===== src/hw/fapr_pkg.sv =====
// Package with register indices, field positions and reset values of the page register bank.
package fapr_pkg;
    // Register indices; the bus byte address is four times the index.
    localparam logic [11:0] FAPR_ABIL_IDX  = 12'hc05;
    localparam logic [11:0] FAPR_EXP_IDX   = 12'hc06;
    localparam logic [11:0] FAPR_LOCNP_IDX = 12'hc07;
    localparam logic [11:0] FAPR_LPNP_IDX  = 12'hc08;
    localparam logic [11:0] FAPR_ISTS_IDX  = 12'hc20;
    localparam logic [11:0] FAPR_IMSK_IDX  = 12'hc21;
    localparam int          FAPR_IDX_LSB   = 2;
    localparam int          FAPR_IDX_MSB   = 13;

    // Page word field positions.
    localparam int FAPR_NP_BIT     = 15;
    localparam int FAPR_ACK_BIT    = 14;
    localparam int FAPR_MSG_BIT    = 13;
    localparam int FAPR_ACK2_BIT   = 12;
    localparam int FAPR_TOGGLE_BIT = 11;

    // Expansion register field positions.
    localparam int FAPR_EXP_NPABLE  = 3;
    localparam int FAPR_EXP_LOCNP   = 2;
    localparam int FAPR_EXP_ARRIVED = 1;
    localparam int FAPR_EXP_NEG     = 0;

    // Readable bits of the partner ability and partner next page registers.
    localparam logic [15:0] FAPR_ABIL_MASK     = 16'hf1e0;
    localparam logic [15:0] FAPR_LPNP_MASK     = 16'hbfff;
    // Software-writable bits of the local next page register.
    localparam logic [15:0] FAPR_LOCNP_WR_MASK = 16'hb7ff;

    // Reset values.
    localparam logic [15:0] FAPR_ABIL_RST  = 16'h0000;
    localparam logic [15:0] FAPR_LPNP_RST  = 16'h0000;
    localparam logic [15:0] FAPR_LOCNP_RST = 16'h2001;
    localparam logic [1:0]  FAPR_INT_RST   = 2'h0;

    // Interrupt status and mask bits.
    localparam int FAPR_INT_BP = 0;
    localparam int FAPR_INT_NP = 1;
    localparam int FAPR_INT_W  = 2;

    // AHB transfer type.
    localparam logic [1:0] FAPR_HTRANS_NONSEQ = 2'h2;

    typedef enum logic [0:0] {
        FAPR_PH_IDLE,
        FAPR_PH_WRITE
    } fapr_phase_e;
endpackage


===== src/hw/fapr_page_if.sv =====
// Interface carrying received pages into the capture logic and the captured contents back.
`timescale 1ns/1ps
interface fapr_page_if;
    logic        page_valid;
    logic        page_is_next;
    logic [15:0] page_word;
    logic        enable_enter;
    logic [15:0] ability;
    logic [15:0] partner_np;
    logic        np_able;
    logic        neg_able;

    modport capture (
        input  page_valid,
        input  page_is_next,
        input  page_word,
        input  enable_enter,
        output ability,
        output partner_np,
        output np_able,
        output neg_able
    );
    modport top (
        output page_valid,
        output page_is_next,
        output page_word,
        output enable_enter,
        input  ability,
        input  partner_np,
        input  np_able,
        input  neg_able
    );
endinterface


===== src/hw/fapr_page_capture.sv =====
// Capture of received base and next pages and the partner expansion flags.
`timescale 1ns/1ps
module fapr_page_capture
    import fapr_pkg::*;
(
    // Clock and reset.
    input wire logic clk,
    input wire logic rst_n,
    // Page traffic.
    fapr_page_if.capture pg
);
    logic [15:0] ability_reg;
    logic [15:0] partner_np_reg;
    logic        np_able_reg;
    logic        neg_able_reg;
    logic        base_rx;
    logic        next_rx;

    assign base_rx = pg.page_valid & ~pg.page_is_next;
    assign next_rx = pg.page_valid & pg.page_is_next;

    always_ff @(posedge clk or negedge rst_n) begin
        if (!rst_n) begin
            ability_reg <= FAPR_ABIL_RST;
        end else if (base_rx) begin
            ability_reg <= pg.page_word & FAPR_ABIL_MASK;
        end
    end

    always_ff @(posedge clk or negedge rst_n) begin
        if (!rst_n) begin
            partner_np_reg <= FAPR_LPNP_RST;
        end else if (next_rx) begin
            partner_np_reg <= pg.page_word & FAPR_LPNP_MASK;
        end
    end

    // A page arriving in the cycle the enable state is entered still sets its flag.
    always_ff @(posedge clk or negedge rst_n) begin
        if (!rst_n) begin
            np_able_reg <= 1'b0;
        end else if (base_rx && pg.page_word[FAPR_NP_BIT]) begin
            np_able_reg <= 1'b1;
        end else if (pg.enable_enter) begin
            np_able_reg <= 1'b0;
        end
    end

    always_ff @(posedge clk or negedge rst_n) begin
        if (!rst_n) begin
            neg_able_reg <= 1'b0;
        end else if (base_rx) begin
            neg_able_reg <= 1'b1;
        end else if (pg.enable_enter) begin
            neg_able_reg <= 1'b0;
        end
    end

    assign pg.ability    = ability_reg;
    assign pg.partner_np = partner_np_reg;
    assign pg.np_able    = np_able_reg;
    assign pg.neg_able   = neg_able_reg;
endmodule


===== src/hw/fapr_regs.sv =====
// Fiber auto-negotiation page register bank with AHB-Lite slave and interrupt.
`timescale 1ns/1ps
module fapr_regs
    import fapr_pkg::*;
(
    // Clock and reset.
    input  wire logic        MCLK,
    input  wire logic        RESETN,
    // AHB-Lite slave.
    input  wire logic        HSEL,
    input  wire logic [31:0] HADDR,
    input  wire logic [1:0]  HTRANS,
    input  wire logic        HWRITE,
    input  wire logic [2:0]  HSIZE,
    input  wire logic [31:0] HWDATA,
    input  wire logic        HREADY,
    output logic      [31:0] HRDATA,
    output logic             HREADYOUT,
    output logic             HRESP,
    // Received pages from the negotiation logic.
    input  wire logic        PAGE_VALID,
    input  wire logic        PAGE_IS_NEXT,
    input  wire logic [15:0] PAGE_WORD,
    input  wire logic        NEGOTIATION_ENABLE_STATE,
    // Operating mode: high for SGMII, low for fiber 1000BASE-X.
    input  wire logic        SGMII_MODE,
    // Local next page toward the transmitter.
    input  wire logic        LOCAL_PAGE_SENT,
    output logic      [15:0] LOCAL_PAGE_WORD,
    // Interrupt.
    output logic             IRQ
);
    fapr_page_if pg ();

    fapr_phase_e phase_reg;
    logic [11:0] wr_idx_reg;
    logic [31:0] rdata_reg;
    logic [31:0] rdata_next;
    logic [15:0] locnp_reg;
    logic        toggle_reg;
    logic        arrived_reg;
    logic [FAPR_INT_W-1:0] ists_reg;
    logic [FAPR_INT_W-1:0] imsk_reg;
    logic [FAPR_INT_W-1:0] int_event;
    logic [11:0] a_idx;
    logic        a_valid;
    logic        rd_take;
    logic        wr_take;
    logic        wr_do;
    logic [15:0] exp_word;
    logic [15:0] locnp_word;

    // Decodes a register index into one of the mapped registers.
    function automatic logic idx_is(input logic [11:0] idx, input logic [11:0] reg_idx);
        idx_is = (idx == reg_idx);
    endfunction

    assign pg.page_valid   = PAGE_VALID;
    assign pg.page_is_next = PAGE_IS_NEXT;
    assign pg.page_word    = PAGE_WORD;
    assign pg.enable_enter = NEGOTIATION_ENABLE_STATE;

    fapr_page_capture u_capture (
        .clk   (MCLK),
        .rst_n (RESETN),
        .pg    (pg.capture)
    );

    // Address phase decode; the slave never inserts wait states.
    assign a_idx   = HADDR[FAPR_IDX_MSB:FAPR_IDX_LSB];
    assign a_valid = HSEL & HREADY & (HTRANS == FAPR_HTRANS_NONSEQ);
    assign rd_take = a_valid & ~HWRITE;
    assign wr_take = a_valid & HWRITE;
    assign wr_do   = (phase_reg == FAPR_PH_WRITE);

    assign HREADYOUT = 1'b1;
    assign HRESP     = 1'b0;

    always_ff @(posedge MCLK or negedge RESETN) begin
        if (!RESETN) begin
            phase_reg <= FAPR_PH_IDLE;
        end else begin
            case (phase_reg)
                FAPR_PH_IDLE: begin
                    if (wr_take) begin
                        phase_reg <= FAPR_PH_WRITE;
                    end
                end
                FAPR_PH_WRITE: begin
                    if (!wr_take) begin
                        phase_reg <= FAPR_PH_IDLE;
                    end
                end
                default: begin
                    phase_reg <= FAPR_PH_IDLE;
                end
            endcase
        end
    end

    always_ff @(posedge MCLK or negedge RESETN) begin
        if (!RESETN) begin
            wr_idx_reg <= 12'h000;
        end else if (wr_take) begin
            wr_idx_reg <= a_idx;
        end
    end

    // Expansion word as software sees it.
    always_comb begin
        exp_word                   = 16'h0000;
        exp_word[FAPR_EXP_NPABLE]  = pg.np_able;
        exp_word[FAPR_EXP_LOCNP]   = ~SGMII_MODE;
        exp_word[FAPR_EXP_ARRIVED] = arrived_reg;
        exp_word[FAPR_EXP_NEG]     = pg.neg_able;
    end

    // Local next page word with the hardware-kept toggle inserted.
    always_comb begin
        locnp_word                  = locnp_reg;
        locnp_word[FAPR_TOGGLE_BIT] = toggle_reg;
    end

    assign LOCAL_PAGE_WORD = locnp_word;

    always_comb begin
        rdata_next = 32'h0000_0000;
        if (idx_is(a_idx, FAPR_ABIL_IDX)) begin
            rdata_next[15:0] = pg.ability;
        end else if (idx_is(a_idx, FAPR_EXP_IDX)) begin
            rdata_next[15:0] = exp_word;
        end else if (idx_is(a_idx, FAPR_LOCNP_IDX)) begin
            rdata_next[15:0] = locnp_word;
        end else if (idx_is(a_idx, FAPR_LPNP_IDX)) begin
            rdata_next[15:0] = pg.partner_np;
        end else if (idx_is(a_idx, FAPR_ISTS_IDX)) begin
            rdata_next[FAPR_INT_W-1:0] = ists_reg;
        end else if (idx_is(a_idx, FAPR_IMSK_IDX)) begin
            rdata_next[FAPR_INT_W-1:0] = imsk_reg;
        end
    end

    // Read data is registered at the address phase and stands through the data phase.
    always_ff @(posedge MCLK or negedge RESETN) begin
        if (!RESETN) begin
            rdata_reg <= 32'h0000_0000;
        end else if (rd_take) begin
            rdata_reg <= rdata_next;
        end
    end

    assign HRDATA = rdata_reg;

    // Local next page: only the software-owned fields take a write.
    always_ff @(posedge MCLK or negedge RESETN) begin
        if (!RESETN) begin
            locnp_reg <= FAPR_LOCNP_RST;
        end else if (wr_do && idx_is(wr_idx_reg, FAPR_LOCNP_IDX)) begin
            locnp_reg <= HWDATA[15:0] & FAPR_LOCNP_WR_MASK;
        end
    end

    // Each transmitted page carries the current toggle; the next one carries its inverse.
    always_ff @(posedge MCLK or negedge RESETN) begin
        if (!RESETN) begin
            toggle_reg <= 1'b0;
        end else if (LOCAL_PAGE_SENT) begin
            toggle_reg <= ~toggle_reg;
        end
    end

    // Page-arrived flag: a page in the same cycle as the clearing read keeps it set.
    always_ff @(posedge MCLK or negedge RESETN) begin
        if (!RESETN) begin
            arrived_reg <= 1'b0;
        end else if (PAGE_VALID) begin
            arrived_reg <= 1'b1;
        end else if (rd_take && idx_is(a_idx, FAPR_EXP_IDX)) begin
            arrived_reg <= 1'b0;
        end
    end

    assign int_event[FAPR_INT_BP] = PAGE_VALID & ~PAGE_IS_NEXT;
    assign int_event[FAPR_INT_NP] = PAGE_VALID & PAGE_IS_NEXT;

    // Sticky status, write one to clear; a new event wins over the clear.
    genvar gi;
    generate
        for (gi = 0; gi < FAPR_INT_W; gi++) begin : g_ists
            always_ff @(posedge MCLK or negedge RESETN) begin
                if (!RESETN) begin
                    ists_reg[gi] <= FAPR_INT_RST[gi];
                end else if (int_event[gi]) begin
                    ists_reg[gi] <= 1'b1;
                end else if (wr_do && idx_is(wr_idx_reg, FAPR_ISTS_IDX) && HWDATA[gi]) begin
                    ists_reg[gi] <= 1'b0;
                end
            end
        end
    endgenerate

    always_ff @(posedge MCLK or negedge RESETN) begin
        if (!RESETN) begin
            imsk_reg <= FAPR_INT_RST;
        end else if (wr_do && idx_is(wr_idx_reg, FAPR_IMSK_IDX)) begin
            imsk_reg <= HWDATA[FAPR_INT_W-1:0];
        end
    end

    assign IRQ = |(ists_reg & imsk_reg);
endmodule


===== config.mk =====
export PLATFORM = sky130hd
export DESIGN_NAME = fapr_regs
export DESIGN_NICKNAME = d
export VERILOG_FILES = /design/src/hw/fapr_pkg.sv /design/src/hw/fapr_page_if.sv /design/src/hw/fapr_page_capture.sv /design/src/hw/fapr_regs.sv
export SDC_FILE = /design/constraint.sdc
export NUM_CORES = 1
export LEC_CHECK = 0
export ABC_AREA = 1
export BUFFER_PORTS_ARGS = -buffer_cell sky130_fd_sc_hd__buf_2
export CORE_MARGIN = 4
export CORE_UTILIZATION = 35
export DETAILED_ROUTE_END_ITERATION = 16
export GPL_TIMING_DRIVEN = 0
export PLACE_DENSITY = 0.57
export SLEW_MARGIN = 0
export SYNTH_ARGS = -nofsm -noshare
export SYNTH_HDL_FRONTEND = slang
export SYNTH_SLANG_ARGS = --single-unit

===== constraint.sdc =====
create_clock -name MCLK -period 3.19 [get_ports MCLK]
set_clock_uncertainty 0.1 [all_clocks]
set_input_delay 0 -clock MCLK [delete_from_list [all_inputs] [get_ports MCLK]]
set_output_delay 0 -clock MCLK [all_outputs]
set_load 0.1 [all_outputs]

==> impl_metrics.py, run 1 <==
metrics = {
    "power": {
        "power.leakage_nw": 2.64,
        "irDropWorstVdd_uv": 316,
        "clockPowerShare": 0.349,
        "seqPwrFrac": 0.466,
        "power_density_nw_per_um2": 455,
        "p_total_mw": 2.30,
        "switching_share": 0.298,
        "comb_power_share": 0.186,
        "switching_power_mw": 0.685,
        "p_int_mw": 1.61,
    },
    "clocking": {
        "cts_setup_buffers": 0,
        "cts_made_buffers": 9,
        "clock_path_buffers": 2,
        "cts_tree": "yes",
        "clock_latency_ps": 360,
        "path_clk_slew_ps": 80,
        "cts_root_buf": "clkbuf_8",
        "cts.sinks": 74,
        "cts_resized": 0,
        "htreeDepth": 3,
    },
    "setup_path": {
        "cp.arrival_ps": 1980,
        "cpPeakStageDelay_ps": 380,
        "r2r-start": "wr_idx_reg[7]$_DFFE_PN0P_",
        "worstSetupPathType": "flop to flop",
        "crit_slowest_cell": "dfrtp_1",
        "cp-startpoint": "wr_idx_reg[7]$_DFFE_PN0P_",
        "crit_chain": "nor2_1 -> nand3_1 -> nor2_1 -> nand2_2 -> buf_2 -> nand2_1 -> nand2_1",
        "cp-start-kind": "flop",
        "cp-end-kind": "flop",
        "cp_max_fo": 10,
        "required_ps": 3340,
    },
    "global_route": {
        "grt_most_used_layer": "met2",
        "track_usage": 0.171,
        "overflow": 0,
        "grt_pass1_wl_mm": 15.9,
        "grt_pass1_vias": 3319,
        "use_met1": 0.221,
        "grt_use_met2": 0.286,
        "use_met3": 0.0332,
        "antenna_found_initial": 0,
        "grt_max_degree": 65,
    },
    "synthesis": {
        "netlist_instances": 439,
        "ys_async_sr_fraction": 1.00,
        "ys.flop_type": "dfrtp_1",
        "synth_edf_count": 0,
        "synth_seq_cells": 74,
        "synth.avg_cell_area_um2": 8.12,
        "yosys.cell_types.count": 28,
        "ys_top_cells_by_area": "dfrtp_1 51%, nand2_1 17%, nand3_1 5.6%",
        "synth-seq-area-share": 0.520,
        "yosys.area.top_type": "dfrtp_1",
        "yosysWarningCount": 0,
        "synth_top_area_share": 0.505,
        "synthesis.area_um2": 3560,
        "synth_common_cells": "164 x nand2_1, 72 x dfrtp_1, 40 x nand3_1",
        "yosysMostFrequentCell": "nand2_1",
    },
    "finish": {
        "multiInputGateArea_um2": 1410,
        "final-seq-area_um2": 1850,
        "fillers": 954,
        "drive_gt1_frac": 0.256,
        "syn_to_final_growth_pct": 41.6,
        "layout.nets": 706,
        "antenna_cells": 0,
        "fin_cells": 749,
        "largest_reg_flops": 16,
    },
    "sta": {
        "rsz0062_at_grt": "false",
        "final_hold_viol_count": 0,
        "finalSetupViolCount": 0,
        "hold_ws_ps": 58.3,
        "fmax_mhz": 546,
        "relSlewSlack": 0.647,
        "worstMarginPinSlew_ps": 528,
        "post-route-min-period_ps": 1830,
        "tns_ps": 0,
        "timing.final.max_slew_violations": 0,
        "fin_crit_sh": 0.575,
    },
    "hold_path": {
        "hp-start": "HTRANS[0]",
        "worstHoldPathType": "input pin to flop",
    },
    "die": {
        "initial_core_util": 0.361,
        "die_h_um": 109,
        "rows": 36,
        "die-area_um2": 11900,
        "num_io_pins": 146,
        "dieWidth_um": 109,
        "core_um2": 9860,
    },
    "place": {
        "place_inst": 675,
        "dp_hpwl_mm": 6.91,
        "port_buffers": 85,
        "place.gp.congestion": 0.851,
    },
    "routing": {
        "via_per_inst": 4.42,
        "wire_per_inst_um": 12.7,
        "vias": 3310,
        "drc": 0,
        "drtPass1Iterations": 4,
        "ant_nets": 0,
        "drt_iter0_drc": 192,
        "wirelength_mm": 9.54,
    },
    "run": {
        "drv_cap": 0,
    },
    "run_status": {
        "status": "complete, no violations",
    },
}
-- layout make-up --
class / count / area share
Tap cell: 133 / 0.0330
Multi-Input combinational cell: 313 / 0.279
Buffer: 31 / 0.0444
Inverter: 38 / 0.0283
Timing Repair Buffer: 144 / 0.205
Clock inverter: 6 / 0.0178
Sequential cell: 74 / 0.367
Clock buffer: 10 / 0.0253
-- through the flow --
stage          setup slack, ps  cell area (µm²)  utilization
3_3_place_gp              1330             4220        0.428
5_1_grt                   1140             5050        0.512
4_1_cts                   1340             5050        0.512
2_1_floorplan             1710             3630            -
3_5_place_dp              1330             4250        0.431
6_report                  1360             5050        0.512
-- cells in the final DEF, fill, tap and decap left out, drive strengths merged, types with 2 or more instances in the layout --
cell and count:
a21oi 2, buf 114, bufinv 2, clkbuf 13, clkinv 2, conb 19
dfrtp 72, dfstp 2, dlygate4sd3 58, inv 39, mux2 7, nand2 168
nand3 41, nand4 4, nor2 36, nor3 2, o21ai 30
-- routing by layer --
| layer | vias to the layer above | wire, µm |
|---|---|---|
| met4 | 0 | 167 |
| met2 | 82 | 4640 |
| met5 | - | 0 |
| met3 | 12 | 437 |
| met1 | 1534 | 4290 |
| li1 | 1682 | - |
-- cell families (layout without fill, tap and decap cells) --
kind of cell	Yosys count	after routing	share of synthesized area
AO/OA/AOI/OAI	34	34	0.0495
XOR/XNOR	1	1	0.00246
buffers and inverters	69	229	0.103
flip-flops	74	74	0.520
multiplexers	7	7	0.0221
other	2	19	0.00211
AND/OR/NAND/NOR	252	252	0.301
-- worst max-delay path: cells and delay by family (launching register included) --
kind,cells,cell delay (ps)
buf+inv,1,240
simple gates,6,1000
flops,1,380
-- power groups by stage --
stage,combinational [mW],clock (mW),sequential [mW]
floorplan,0.279,0,1.08
global route,0.469,0.854,1.08
global placement,0.366,0,1.09
CTS,0.427,0.828,1.07
finish,0.426,0.800,1.07
detailed placement,0.377,0,1.09
-- worst paths after layout --
check | endpoint | slack (ps) | cells past startpoint
min reg2reg | HRDATA[1]$_DFFE_PN0P_ | 380 | 2
min in group asynchronous | HRDATA[10]$_DFFE_PN0P_ | 80 | 3
max reg2reg | locnp_reg[8]$_DFFE_PN0P_ | 1360 | 7
max in group asynchronous | HRDATA[0]$_DFFE_PN0P_ | 2080 | 3
min | HRDATA[15]$_DFFE_PN0P_ | 60 | 6
max | locnp_reg[8]$_DFFE_PN0P_ | 1360 | 7
-- repair_timing --
action                                  CTS  global route
hold buffers                             58             0
hold endpoints to repair                135             0
endpoints found under the setup margin    0             0
Power figures use the tool's default switching activity.
==> run 2: changes to the inputs <==
--- a/config.mk
+++ b/config.mk
@@ -11,7 +11,7 @@
 export CORE_UTILIZATION = 35
 export DETAILED_ROUTE_END_ITERATION = 16
 export GPL_TIMING_DRIVEN = 0
-export PLACE_DENSITY = 0.57
+export PLACE_DENSITY = 0.6
 export SLEW_MARGIN = 0
 export SYNTH_ARGS = -nofsm -noshare
 export SYNTH_HDL_FRONTEND = slang
==> constraint.sdc (replaced) <==
create_clock -name MCLK -period 1.6 [get_ports MCLK]
set_clock_uncertainty 0.1 [all_clocks]
set_input_delay 0 -clock MCLK [delete_from_list [all_inputs] [get_ports MCLK]]
set_output_delay 0 -clock MCLK [all_outputs]
set_load 0.1 [all_outputs]
==> run 2 against run 1 <==
Cell count increased by 0.40%. Clock power is 82% higher. First-iteration DRC count is 8.3% lower. Flip-flop and latch count is the same. Clock-buffer cell count up 2. Non-clock buffer count increased by 3. Final area is 1.4% higher. Total power grew 95%. Wire length rose by 3.7%. Hold slack lost 56 ps. Critical path depth up 5. Critical path type is now input pin to flop. Highest routed layer unchanged.
==> impl_metrics.py, run 2 (synthesized netlist as in run 1, its figures left out) <==
metrics = {
    "finish": {
        "finalInstanceArea_um2": 5120,
        "layout.nets": 709,
        "layout_commonest_cell": "nand2_1",
        "syn_to_final_growth_pct": 43.6,
        "final_util": 0.519,
        "antenna_cells": 0,
        "largest_reg_flops": 16,
        "final_cell_mix": "163 x nand2_1, 88 x buf_2, 72 x dfrtp_1",
        "drive_gt1_frac": 0.275,
        "fin_cells": 752,
    },
    "hold_path": {
        "worstHoldPathType": "input pin to async pin",
    },
    "routing": {
        "via_per_inst": 4.47,
        "wire_per_inst_um": 13.2,
        "ant_nets": 0,
        "vias": 3359,
        "drc": 0,
        "wirelength_mm": 9.89,
        "drtPass1Iterations": 5,
        "drt_iter0_drc": 176,
    },
    "sta": {
        "hold_ws_ps": 2.27,
        "fin_crit_sh": 0.932,
        "timing.final.max_slew_violations": 0,
        "post-route-min-period_ps": 1490,
        "fmax_mhz": 671,
        "worst_slack_ps": 109,
        "final_hold_viol_count": 0,
        "finalSetupViolCount": 0,
        "tns_ps": 0,
    },
    "die": {
        "core_um2": 9860,
        "num_io_pins": 146,
        "die_h_um": 109,
        "initial_core_util": 0.361,
        "rows": 36,
        "dieWidth_um": 109,
        "die-area_um2": 11900,
    },
    "global_route": {
        "grt_max_degree": 51,
        "antenna_found_initial": 0,
        "grt_pass1_vias": 3434,
        "grt_pass1_wl_mm": 16.1,
        "overflow": 0,
        "track_usage": 0.177,
    },
    "place": {
        "place_inst": 675,
        "placed_area_um2": 4250,
        "place.gp.congestion": 0.859,
        "dp_slack_ps": -193,
        "port_buffers": 85,
        "dp_hpwl_mm": 6.94,
    },
    "clocking": {
        "cts_root_buf": "clkbuf_8",
        "clock_path_buffers": 2,
        "clock_latency_ps": 350,
        "cts_tree": "yes",
        "cts_made_buffers": 9,
        "path_clk_slew_ps": 80,
        "cts.sinks": 74,
        "htreeDepth": 3,
    },
    "power": {
        "seqPwrFrac": 0.480,
        "power.leakage_nw": 2.65,
        "comb_power_share": 0.194,
        "irDropWorstVdd_uv": 585,
        "p_total_mw": 4.47,
        "switching_power_mw": 1.37,
        "power_density_nw_per_um2": 874,
        "switching_share": 0.307,
        "clockPowerShare": 0.326,
        "p_int_mw": 3.10,
    },
    "setup_path": {
        "cp-end-kind": "flop",
        "cp_max_fo": 10,
        "required_ps": 1790,
        "cp.arrival_ps": 1680,
        "worstSetupPathType": "input pin to flop",
        "cp-start-kind": "input pin",
    },
    "run_status": {
        "status": "complete, no violations",
    },
    "run": {
        "drv_cap": 0,
    },
}
-- run 2: cell type report --
type                       count  area, µm²
tap                          133        166
multi-input combinational    313       1460
clock buffer                  12        145
timing repair buffer         148       1080
inverter                      38        145
clock inverter                 4       51.3
sequential                    74       1850
buffer                        30        225
fill                         968       4740
-- run 2: worst paths after layout --
check | from | end | slack (ps) | depth (start not counted)
max in group asynchronous | RESETN | locnp_reg[0]$_DFFE_PN1P_ | 780 | 3
min reg2reg | HRDATA[2]$_DFFE_PN0P_ | HRDATA[2]$_DFFE_PN0P_ | 380 | 2
min in group MCLK | HTRANS[0] | HRDATA[15]$_DFFE_PN0P_ | 60 | 6
max reg2reg | wr_idx_reg[8]$_DFFE_PN0P_ | locnp_reg[8]$_DFFE_PN0P_ | 120 | 7
max | HADDR[8] | HRDATA[6]$_DFFE_PN0P_ | 110 | 12
min | RESETN | HRDATA[4]$_DFFE_PN0P_ | 2 | 2
-- run 2: critical path, stage by stage --
cell and delay (ps):
dlygate4sd3_1 540, buf_2 130, inv_1 60, nand2_1 100, nor2_4 160, nand2_1 110
nor2_4 130, clkbuf_8 190, nand2_1 60, nand3_1 70, nand2_1 70, nand2_1 60
-- run 2: per-layer routing --
| metal | share of wire | vias up | wire [µm] | track usage |
|---|---|---|---|---|
| li1 | - | 1690 | - | - |
| met1 | 0.44 | 1549 | 4330 | 0.220 |
| met2 | 0.48 | 96 | 4790 | 0.291 |
| met4 | 0.030 | 0 | 292 | 0.0947 |
| met5 | 0 | - | 0 | 0 |
| met3 | 0.048 | 24 | 479 | 0.0314 |
-- run 2: what timing repair did --
action                     4_1_cts  5_1_grt
buffers inserted                 0        5
hold endpoints to repair       133        0
pin swaps                        0        7
gates resized for setup          4       16
setup endpoints to repair       12       36
hold buffers                    57        0
-- run 2: power by group through the flow --
stage               logic [mW]  registers (mW)  clock network, mW
floorplan                0.557            2.15                  0
global placement         0.729            2.16                  0
detailed placement       0.751            2.17                  0
CTS                      0.855            2.14               1.50
global route             0.946            2.17               1.57
finish                   0.868            2.15               1.46
